## src/biu_consts.svh

```systemverilog
`ifndef BIU_CONSTS_SVH
`define BIU_CONSTS_SVH

// register byte addresses (low address bits)
`define BIU_ADR_CTRL        8'h00
`define BIU_ADR_STATUS      8'h04
`define BIU_ADR_W           8

// control register fields
`define BIU_CTRL_FIQ_EN     0
`define BIU_CTRL_IRQ_EN     1
`define BIU_CTRL_RST        2'h0

// status register fields
`define BIU_ST_FIQ_ACT      0
`define BIU_ST_IRQ_ACT      1
`define BIU_ST_LOCK         2
`define BIU_ST_CP_BUSY      3
`define BIU_ST_ABORT_SEEN   4
`define BIU_ST_UNDEF_SEEN   5
`define BIU_ST_LATE_SEL     6
`define BIU_ST_DBE          7

// synchroniser layout and idle levels
`define BIU_SYNC_W          41
`define BIU_SYNC_RST        41'h0e0_0000_0000
`define BIU_S_MCLK          40
`define BIU_S_STALL_N       39
`define BIU_S_FIQ_N         38
`define BIU_S_IRQ_N         37
`define BIU_S_DBE           36
`define BIU_S_LATE          35
`define BIU_S_ABORT         34
`define BIU_S_CPA           33
`define BIU_S_CPB           32

`define BIU_WORD_ZERO       32'h0000_0000

`endif

```

## src/biu_pkg.sv

```systemverilog
package biu_pkg;

   typedef enum logic [1:0]
   {
      BIU_CP_IDLE,
      BIU_CP_HAND,
      BIU_CP_RELEASE
   } biu_cp_state_t;

   typedef logic [31:0] biu_word_t;

endpackage

```

## src/biu_sync.sv

```systemverilog
`timescale 1ns/1ps

module biu_sync #(
   parameter int                 WIDTH     = 1,
   parameter logic [WIDTH-1:0]   RESET_VAL = '0
) (
   input  wire logic             clk_i,
   input  wire logic             arst_n_i,
   input  wire logic [WIDTH-1:0] async_i,
   output logic      [WIDTH-1:0] sync_o
);

   logic [WIDTH-1:0] meta_reg;
   logic [WIDTH-1:0] sync_reg;

   always_ff @(posedge clk_i or negedge arst_n_i)
   begin
      if (!arst_n_i)
      begin
         meta_reg <= RESET_VAL;
         sync_reg <= RESET_VAL;
      end
      else
      begin
         meta_reg <= async_i;
         sync_reg <= meta_reg;
      end
   end

   assign sync_o = sync_reg;

endmodule // biu_sync

```

## src/biu_core.sv

```systemverilog
// Behaviour
// - write data drivers are enabled only while the drive enable input is high
// - aborted single load/store writes back base only when late abort select high
// - lock stays high over locked accesses, changes in phase 2, swap only
// - all timing derives from main clock: low is phase 1, high-and-not-stalled phase 2
// - main clock may stop in either phase, or stall input slows a free clock
// - byte/word indicator is high for words, low for bytes, reads and writes
// - byte/word valid from phase 2 before transfer through phase 1 of it
// - coprocessor instruction drives request low and waits on absent and busy
// - absent high at end of phase 1 abandons handshake, raises undefined trap
// - busy sampled at end of each phase 1 with request low; wait while high
// - fast interrupt is asynchronous, level sensitive, taken when low and enabled
// - normal interrupt is like fast but gated by own enable, lower priority
// - memory request low announces next cycle access, from phase 1 of preceding
// - opcode fetch low for fetches, high for data, phase 2 through phase 1
// - stall low holds whole cycles, combined with clock high, changes in clock low
//
// Design decisions made here: the register addresses and register access over Wishbone.
`timescale 1ns/1ps
`include "biu_consts.svh"

module biu_core (
   input  wire logic              clk_i,
   input  wire logic              arst_n_i,
   // wishbone slave
   input  wire logic              wb_cyc_i,
   input  wire logic              wb_stb_i,
   input  wire logic              wb_we_i,
   input  wire logic [7:0]        wb_adr_i,
   input  wire logic [3:0]        wb_sel_i,
   input  wire logic [31:0]       wb_dat_i,
   output logic      [31:0]       wb_dat_o,
   output logic                   wb_ack_o,
   // processor pins
   input  wire logic              mclk_i,
   input  wire logic              stall_n_i,
   input  wire logic              data_bus_drive_enable_i,
   input  wire logic              late_abort_select_i,
   input  wire logic              mem_abort_i,
   input  wire logic              coproc_absent_i,
   input  wire logic              coproc_busy_i,
   input  wire logic              fast_intr_req_n_i,
   input  wire logic              normal_intr_req_n_i,
   input  wire logic [31:0]       data_i,
   output logic      [31:0]       data_o,
   output logic                   data_oe_o,
   output logic                   mem_request_n_o,
   output logic                   opcode_fetch_n_o,
   output logic                   byte_word_n_o,
   output logic                   lock_o,
   output logic                   coproc_request_n_o,
   // core side access request
   input  wire logic              acc_valid_i,
   input  wire logic              acc_fetch_i,
   input  wire logic              acc_word_i,
   input  wire logic              acc_write_i,
   input  wire logic              acc_swap_i,
   input  wire logic              acc_single_i,
   input  wire biu_pkg::biu_word_t acc_wdata_i,
   output logic                   acc_take_o,
   output logic                   xfer_done_o,
   output biu_pkg::biu_word_t     xfer_rdata_o,
   output logic                   xfer_abort_o,
   output logic                   base_writeback_o,
   // core side coprocessor and interrupts
   input  wire logic              cp_start_i,
   output logic                   cp_busy_o,
   output logic                   cp_done_o,
   output logic                   cp_undef_o,
   output logic                   fiq_take_o,
   output logic                   irq_take_o
);

   import biu_pkg::*;

   function automatic logic reg_hit(input logic [7:0] adr, input logic [7:0] target);
      reg_hit = (adr == target);
   endfunction

   // synchronised pins
   logic [`BIU_SYNC_W-1:0] pins_s;
   logic                   mclk_s;
   logic                   stall_n_s;
   logic                   fiq_n_s;
   logic                   irq_n_s;
   logic                   dbe_s;
   logic                   late_s;
   logic                   abort_s;
   logic                   cpa_s;
   logic                   cpb_s;
   biu_word_t              data_s;

   biu_sync #(
      .WIDTH     (`BIU_SYNC_W),
      .RESET_VAL (`BIU_SYNC_RST)
   ) u_sync (
      .clk_i    (clk_i),
      .arst_n_i (arst_n_i),
      .async_i  ({mclk_i, stall_n_i, fast_intr_req_n_i, normal_intr_req_n_i,
                  data_bus_drive_enable_i, late_abort_select_i, mem_abort_i,
                  coproc_absent_i, coproc_busy_i, data_i}),
      .sync_o   (pins_s)
   );

   assign mclk_s    = pins_s[`BIU_S_MCLK];
   assign stall_n_s = pins_s[`BIU_S_STALL_N];
   assign fiq_n_s   = pins_s[`BIU_S_FIQ_N];
   assign irq_n_s   = pins_s[`BIU_S_IRQ_N];
   assign dbe_s     = pins_s[`BIU_S_DBE];
   assign late_s    = pins_s[`BIU_S_LATE];
   assign abort_s   = pins_s[`BIU_S_ABORT];
   assign cpa_s     = pins_s[`BIU_S_CPA];
   assign cpb_s     = pins_s[`BIU_S_CPB];
   assign data_s    = pins_s[31:0];

   // phase tracking: nothing advances unless an edge arrives, so a held clock keeps state
   logic ph2;
   logic ph2_reg;
   logic ph2_start;
   logic cyc_bound;

   assign ph2       = mclk_s & stall_n_s;
   assign ph2_start = ph2 & ~ph2_reg;           // end of phase 1
   assign cyc_bound = ph2_reg & ~mclk_s;        // end of phase 2

   always_ff @(posedge clk_i or negedge arst_n_i)
   begin
      if (!arst_n_i)
         ph2_reg <= 1'b0;
      else
         ph2_reg <= ph2;
   end

   // memory access pipeline
   logic      req_n_reg,  req_n_next;
   logic      opc_n_reg,  opc_n_next;
   logic      bw_n_reg,   bw_n_next;
   logic      lock_reg,   lock_next;
   logic      pend_reg,   pend_next;
   logic      pfetch_reg, pfetch_next;
   logic      pword_reg,  pword_next;
   logic      pwrite_reg, pwrite_next;
   logic      pswap_reg,  pswap_next;
   logic      psingle_reg, psingle_next;
   biu_word_t pwdata_reg, pwdata_next;
   logic      xact_reg,   xact_next;
   logic      xwrite_reg, xwrite_next;
   logic      xsingle_reg, xsingle_next;
   biu_word_t wdata_reg,  wdata_next;
   biu_word_t rdata_reg,  rdata_next;
   logic      take_reg,   take_next;
   logic      done_reg,   done_next;
   logic      abt_reg,    abt_next;
   logic      bwb_reg,    bwb_next;

   always_comb
   begin
      req_n_next   = req_n_reg;
      opc_n_next   = opc_n_reg;
      bw_n_next    = bw_n_reg;
      lock_next    = lock_reg;
      pend_next    = pend_reg;
      pfetch_next  = pfetch_reg;
      pword_next   = pword_reg;
      pwrite_next  = pwrite_reg;
      pswap_next   = pswap_reg;
      psingle_next = psingle_reg;
      pwdata_next  = pwdata_reg;
      xact_next    = xact_reg;
      xwrite_next  = xwrite_reg;
      xsingle_next = xsingle_reg;
      wdata_next   = wdata_reg;
      rdata_next   = rdata_reg;
      take_next    = 1'b0;
      done_next    = 1'b0;
      abt_next     = 1'b0;
      bwb_next     = 1'b0;
      if (cyc_bound)
      begin
         // finish the transfer of the cycle that just ended
         if (xact_reg)
         begin
            done_next = 1'b1;
            if (!xwrite_reg)
               rdata_next = data_s;
            if (abort_s && xsingle_reg)
            begin
               abt_next = 1'b1;
               bwb_next = late_s;
            end
         end
         // announced access becomes the transfer of the new cycle
         xact_next    = pend_reg;
         xwrite_next  = pwrite_reg;
         xsingle_next = psingle_reg;
         if (pend_reg)
            wdata_next = pwdata_reg;
         // announce the access of the following cycle from phase 1
         pend_next    = acc_valid_i;
         req_n_next   = ~acc_valid_i;
         take_next    = acc_valid_i;
         if (acc_valid_i)
         begin
            pfetch_next  = acc_fetch_i;
            pword_next   = acc_word_i;
            pwrite_next  = acc_write_i;
            pswap_next   = acc_swap_i;
            psingle_next = acc_single_i;
            pwdata_next  = acc_wdata_i;
         end
      end
      if (ph2_start)
      begin
         if (pend_reg)
         begin
            opc_n_next = ~pfetch_reg;
            bw_n_next  = pword_reg;
         end
         lock_next = pend_reg & pswap_reg;
      end
   end

   always_ff @(posedge clk_i or negedge arst_n_i)
   begin
      if (!arst_n_i)
      begin
         req_n_reg   <= 1'b1;
         opc_n_reg   <= 1'b1;
         bw_n_reg    <= 1'b1;
         lock_reg    <= 1'b0;
         pend_reg    <= 1'b0;
         pfetch_reg  <= 1'b0;
         pword_reg   <= 1'b0;
         pwrite_reg  <= 1'b0;
         pswap_reg   <= 1'b0;
         psingle_reg <= 1'b0;
         pwdata_reg  <= `BIU_WORD_ZERO;
         xact_reg    <= 1'b0;
         xwrite_reg  <= 1'b0;
         xsingle_reg <= 1'b0;
         wdata_reg   <= `BIU_WORD_ZERO;
         rdata_reg   <= `BIU_WORD_ZERO;
         take_reg    <= 1'b0;
         done_reg    <= 1'b0;
         abt_reg     <= 1'b0;
         bwb_reg     <= 1'b0;
      end
      else
      begin
         req_n_reg   <= req_n_next;
         opc_n_reg   <= opc_n_next;
         bw_n_reg    <= bw_n_next;
         lock_reg    <= lock_next;
         pend_reg    <= pend_next;
         pfetch_reg  <= pfetch_next;
         pword_reg   <= pword_next;
         pwrite_reg  <= pwrite_next;
         pswap_reg   <= pswap_next;
         psingle_reg <= psingle_next;
         pwdata_reg  <= pwdata_next;
         xact_reg    <= xact_next;
         xwrite_reg  <= xwrite_next;
         xsingle_reg <= xsingle_next;
         wdata_reg   <= wdata_next;
         rdata_reg   <= rdata_next;
         take_reg    <= take_next;
         done_reg    <= done_next;
         abt_reg     <= abt_next;
         bwb_reg     <= bwb_next;
      end
   end

   // coprocessor handshake
   biu_cp_state_t cp_state_reg, cp_state_next;
   logic          cpi_n_reg,    cpi_n_next;
   logic          cpdone_reg,   cpdone_next;
   logic          cpundef_reg,  cpundef_next;

   always_comb
   begin
      cp_state_next = cp_state_reg;
      cpi_n_next    = cpi_n_reg;
      cpdone_next   = 1'b0;
      cpundef_next  = 1'b0;
      unique case (cp_state_reg)
         BIU_CP_IDLE:
         begin
            if (cyc_bound && cp_start_i)
            begin
               cpi_n_next    = 1'b0;
               cp_state_next = BIU_CP_HAND;
            end
         end
         BIU_CP_HAND:
         begin
            if (ph2_start)
            begin
               if (cpa_s)
               begin
                  cpundef_next  = 1'b1;
                  cp_state_next = BIU_CP_RELEASE;
               end
               else if (!cpb_s)
               begin
                  cpdone_next   = 1'b1;
                  cp_state_next = BIU_CP_RELEASE;
               end
            end
         end
         BIU_CP_RELEASE:
         begin
            if (cyc_bound)
            begin
               cpi_n_next    = 1'b1;
               cp_state_next = BIU_CP_IDLE;
            end
         end
      endcase
   end

   always_ff @(posedge clk_i or negedge arst_n_i)
   begin
      if (!arst_n_i)
      begin
         cp_state_reg <= BIU_CP_IDLE;
         cpi_n_reg    <= 1'b1;
         cpdone_reg   <= 1'b0;
         cpundef_reg  <= 1'b0;
      end
      else
      begin
         cp_state_reg <= cp_state_next;
         cpi_n_reg    <= cpi_n_next;
         cpdone_reg   <= cpdone_next;
         cpundef_reg  <= cpundef_next;
      end
   end

   // wishbone registers and interrupt gating
   logic [1:0] ctrl_reg,  ctrl_next;
   logic       abseen_reg, abseen_next;
   logic       unseen_reg, unseen_next;
   logic       ack_reg,   ack_next;
   biu_word_t  rd_reg,    rd_next;
   logic       fiq_reg,   fiq_next;
   logic       irq_reg,   irq_next;
   logic       wr_go;
   biu_word_t  status;

   assign wr_go = wb_cyc_i & wb_stb_i & wb_we_i & ack_reg & wb_sel_i[0];

   always_comb
   begin
      status = `BIU_WORD_ZERO;
      status[`BIU_ST_FIQ_ACT]    = ~fiq_n_s;
      status[`BIU_ST_IRQ_ACT]    = ~irq_n_s;
      status[`BIU_ST_LOCK]       = lock_reg;
      status[`BIU_ST_CP_BUSY]    = (cp_state_reg != BIU_CP_IDLE);
      status[`BIU_ST_ABORT_SEEN] = abseen_reg;
      status[`BIU_ST_UNDEF_SEEN] = unseen_reg;
      status[`BIU_ST_LATE_SEL]   = late_s;
      status[`BIU_ST_DBE]        = dbe_s;
      ctrl_next   = ctrl_reg;
      abseen_next = abseen_reg;
      unseen_next = unseen_reg;
      ack_next    = wb_cyc_i & wb_stb_i & ~ack_reg;
      rd_next     = rd_reg;
      if (wr_go && reg_hit(wb_adr_i, `BIU_ADR_CTRL))
         ctrl_next = wb_dat_i[1:0];
      if (wr_go && reg_hit(wb_adr_i, `BIU_ADR_STATUS))
      begin
         if (wb_dat_i[`BIU_ST_ABORT_SEEN])
            abseen_next = 1'b0;
         if (wb_dat_i[`BIU_ST_UNDEF_SEEN])
            unseen_next = 1'b0;
      end
      // set wins over a clear in the same cycle
      if (abt_reg)
         abseen_next = 1'b1;
      if (cpundef_reg)
         unseen_next = 1'b1;
      if (ack_next)
      begin
         rd_next = `BIU_WORD_ZERO;
         if (reg_hit(wb_adr_i, `BIU_ADR_CTRL))
            rd_next[1:0] = ctrl_reg;
         else if (reg_hit(wb_adr_i, `BIU_ADR_STATUS))
            rd_next = status;
      end
      fiq_next = ~fiq_n_s & ctrl_reg[`BIU_CTRL_FIQ_EN];
      irq_next = ~irq_n_s & ctrl_reg[`BIU_CTRL_IRQ_EN] & ~fiq_next;
   end

   always_ff @(posedge clk_i or negedge arst_n_i)
   begin
      if (!arst_n_i)
      begin
         ctrl_reg   <= `BIU_CTRL_RST;
         abseen_reg <= 1'b0;
         unseen_reg <= 1'b0;
         ack_reg    <= 1'b0;
         rd_reg     <= `BIU_WORD_ZERO;
         fiq_reg    <= 1'b0;
         irq_reg    <= 1'b0;
      end
      else
      begin
         ctrl_reg   <= ctrl_next;
         abseen_reg <= abseen_next;
         unseen_reg <= unseen_next;
         ack_reg    <= ack_next;
         rd_reg     <= rd_next;
         fiq_reg    <= fiq_next;
         irq_reg    <= irq_next;
      end
   end

   assign wb_ack_o           = ack_reg;
   assign wb_dat_o           = rd_reg;
   assign data_o             = wdata_reg;
   assign data_oe_o          = xact_reg & xwrite_reg & dbe_s;
   assign mem_request_n_o    = req_n_reg;
   assign opcode_fetch_n_o   = opc_n_reg;
   assign byte_word_n_o      = bw_n_reg;
   assign lock_o             = lock_reg;
   assign coproc_request_n_o = cpi_n_reg;
   assign acc_take_o         = take_reg;
   assign xfer_done_o        = done_reg;
   assign xfer_rdata_o       = rdata_reg;
   assign xfer_abort_o       = abt_reg;
   assign base_writeback_o   = bwb_reg;
   assign cp_busy_o          = (cp_state_reg != BIU_CP_IDLE);
   assign cp_done_o          = cpdone_reg;
   assign cp_undef_o         = cpundef_reg;
   assign fiq_take_o         = fiq_reg;
   assign irq_take_o         = irq_reg;

endmodule // biu_core

```

## config.mk

```make
export PLATFORM = sky130hd
export DESIGN_NAME = biu_core
export DESIGN_NICKNAME = d
export VERILOG_FILES = /design/src/biu_pkg.sv /design/src/biu_sync.sv /design/src/biu_core.sv
export VERILOG_INCLUDE_DIRS = /design/src
export SDC_FILE = /design/constraint.sdc
export NUM_CORES = 1
export LEC_CHECK = 0
export BUFFER_PORTS_ARGS = -buffer_cell sky130_fd_sc_hd__clkbuf_2
export CORE_ASPECT_RATIO = 1.25
export CORE_UTILIZATION = 45
export DETAILED_ROUTE_END_ITERATION = 8
export GPL_TIMING_DRIVEN = 0
export PLACE_DENSITY = 0.75
export SLEW_MARGIN = 20
export SYNTH_ARGS = -nofsm -noshare
export SYNTH_HDL_FRONTEND = slang
export SYNTH_SLANG_ARGS = --single-unit
```

## constraint.sdc

```tcl
create_clock -name clk_i -period 1.5 [get_ports clk_i]
set_input_delay 0.075 -clock clk_i [delete_from_list [all_inputs] [get_ports clk_i]]
set_output_delay 0.075 -clock clk_i [all_outputs]
set_load 0.05 [all_outputs]
```

==> results.yml <==
run_status:
  status: "finished with violations"
  violations: "setup timing"
grt:
  antenna_found_initial: 0
  grt_pass1_wl_um: 27320
  grt_max_degree: 90
  grt-ovfl-total: 0
  first_global_vias: 5271
  track_usage_pct: 19.97
power:
  powerDensity_nw_per_um2: 1739
  leakage_nw: 5.482
  ir_drop_uv: 1170
timing:
  period_needed_ns: 1.702
  hold_violations: 0
  fmax_mhz: 587.6
  grt_setup_unrepaired: "true"
  setup_viol: 97
  finalMaxSlewViolations: 0
  skew_ns: 0.01785
  timing.hold.ws_ns: 0.09307
  min_period_over_period_pct: 113.4
  setup_tns_ns: -8.992
  fin_ws_ns: -0.2017
yosys:
  syn_avg_cell_area_um2: 16.65
  synth_edf_count: 0
  synth-xor-area-share_pct: 0
  synthArstFlopShare_pct: 100.0
  synth-simple-area-share_pct: 3.783
  syn-instance-count: 453
  netlist_area_um2: 7541
  synth_top_family_by_area: "multiplexers"
  ys_seq_elements: 216
  yosys-top-cells-count: "dfrtp_1 (206), mux2_2 (72), mux2_4 (32), nand2_1 (31), buf_4 (25)"
  synth-seq-area-share_pct: 71.84
  synth_mux_area_share_pct: 17.52
  synth.largest_area_cell: "dfrtp_1"
  synth_cell_type_count: 35
  synthAdderAreaFrac_pct: 0.4978
  ys_warn_count: 0
  synthFlopType: "dfrtp_1"
  synth_top_area_share_pct: 68.36
  synth_compound_area_share_pct: 1.726
  netlist_top_cells_area: "dfrtp_1 (68%), mux2_2 (11%), mux2_4 (6.4%)"
  yosysMostFrequentCell: "dfrtp_1"
worst_setup_path:
  cp-start-kind: "register"
  end_kind: "register"
  cp.arrival_ns: 2.06
  cp.required_ns: 1.86
  r2r-start: "u_sync.sync_o[40]"
  crit_path_end: "xfer_rdata_o[25]"
  criticalPathCategory: "register to register"
  cp_max_fo: 5
  cp-startpoint: "u_sync.sync_o[40]"
  reg2reg_depth: 8
  reg2reg_to: "xfer_rdata_o[25]"
  rrSetupSlack_ns: -0.20
clock_tree:
  cts_buffers: 21
  cts_tree: "built"
  root_buffer: "clkbuf_16"
  clk_latency_ns: 0.49
  cts_max_level: 1
  cts_buffer_depth: 3
  path_clk_slew_ns: 0.07
  cts.sinks: 216
cells_and_area:
  n_antenna_cell: 0
  finalInstanceArea_um2: 10950
  drive_above_1_share_pct: 50.37
  area_growth_pct: 45.25
  nNetsFinal: 928
  layout.cells.non_filler: 1024
  fill_cells: 1109
detailed_routing:
  drt_iter0_markers: 171
  drc_errors: 0
  dr.pass1.iters: 4
  final_antenna_net_count: 0
  routed_wl_um: 16990
  dr_total_vias: 4719
  wire_per_inst_um: 16.59
  vias_per_cell: 4.608
floorplanning:
  die_area_um2: 17280
  dieWidth_um: 117.8
  ios: 241
  start_util_pct: 46.36
  coreArea_um2: 16270
  rows: 52
  fp.dieH_um: 146.7
place:
  place.gp.congestion: 0.7766
  dpl.cell_count: 879
  port_buffers: 185
  post_dp_cell_area_um2: 8899
  post-dp-hpwl_um: 10170
run:
  max_cap_violations: 0
hold_path:
  hp-class: "input port to register"
-- worst max-delay path, cell delays in order, from the launching register on --
cell     delay, ns
dfrtp_1       0.41
nor2b_4       0.11
buf_6         0.12
and2_4        0.14
nor2b_4       0.14
buf_8         0.15
buf_12        0.11
buf_12        0.11
mux2_4        0.29
-- metal layers --
| layer | track usage (%) | vias up | share of wire, % |
|---|---|---|---|
| li1 | - | 2158 | - |
| met1 | 22.76 | 2398 | 38 |
| met2 | 37.62 | 132 | 55 |
| met3 | 4.154 | 31 | 5.0 |
| met4 | 5.449 | 0 | 1.9 |
| met5 | 0 | - | 0 |
-- what timing repair did --
item,CTS,global route
hold buffers,90,0
buffers inserted,9,8
hold endpoints to repair,212,0
endpoints found under the setup margin,91,102
pin swaps,1,2
gates cloned,2,3
resized for setup,39,18
-- cell type report --
type,count,area (µm²),share of cell area (%)
Sequential cell,216,5419,49.47
Timing Repair Buffer,297,2168,19.80
Multi-Input combinational cell,212,2012,18.37
Clock buffer,29,605.6,5.529
Buffer,37,352.8,3.221
Tap cell,216,270.3,2.467
Clock inverter,6,83.83,0.7654
Inverter,11,41.29,0.3770
-- power by group --
| group | internal [mW] | switching [mW] |
|---|---|---|
| registers | 7.01 | 0.694 |
| clock network | 3.15 | 2.08 |
| logic | 2.03 | 4.09 |
| total | 12.2 | 6.86 |
-- placed cells by master, fill, tap and decap left out, types with 3 or more instances in the layout --
cell type,Yosys,layout
a21oi_1,4,4
and3_1,3,3
buf_12,3,7
buf_16,0,3
buf_4,25,39
buf_8,0,5
clkbuf_1,1,4
clkbuf_16,0,24
clkbuf_2,0,182
clkbuf_8,0,6
clkinv_2,0,3
conb_1,1,24
dfrtp_1,206,205
dfstp_2,10,10
dlygate4sd3_1,0,89
inv_1,11,9
mux2_2,72,50
mux2_4,32,54
mux2i_1,3,3
nand2_1,31,29
nor2_1,3,3
o21ai_0,9,8
o31ai_1,4,3
-- metrics by stage --
step,setup slack (ns),utilization (%),total power [mW]
4_1_cts,-0.2102,66.25,19.11
2_1_floorplan,-0.07821,-,11.95
3_5_place_dp,-0.2257,54.71,13.45
6_report,-0.2017,67.34,19.05
3_3_place_gp,-3.844,54.32,13.23
5_1_grt,-0.2709,67.34,19.85
-- worst min-delay path by stage --
stage          slack (ns)                  end                start  cells after the start
2_1_floorplan       -0.22           abseen_reg             arst_n_i                      0
3_3_place_gp         0.16  u_sync.meta_reg[37]  normal_intr_req_n_i                      1
3_5_place_dp         0.03     xfer_rdata_o[29]             arst_n_i                      1
4_1_cts              0.06          wb_dat_o[2]          wb_adr_i[7]                      4
5_1_grt              0.12     xfer_rdata_o[30]             arst_n_i                      2
6_report             0.09          wb_dat_o[2]          wb_adr_i[7]                      4
-- kinds of logic (layout without fill, tap and decap cells) --
logic type                 Yosys count  after routing
muxes                              107            107
buffers and inverters               48            380
other                                1             24
adders and majority gates            3              3
and+or+nand+nor                     56             56
AOI/OAI and AO/OA                   22             22
DFF                                216            216
No activity file was read; power rests on OpenSTA's default activity.
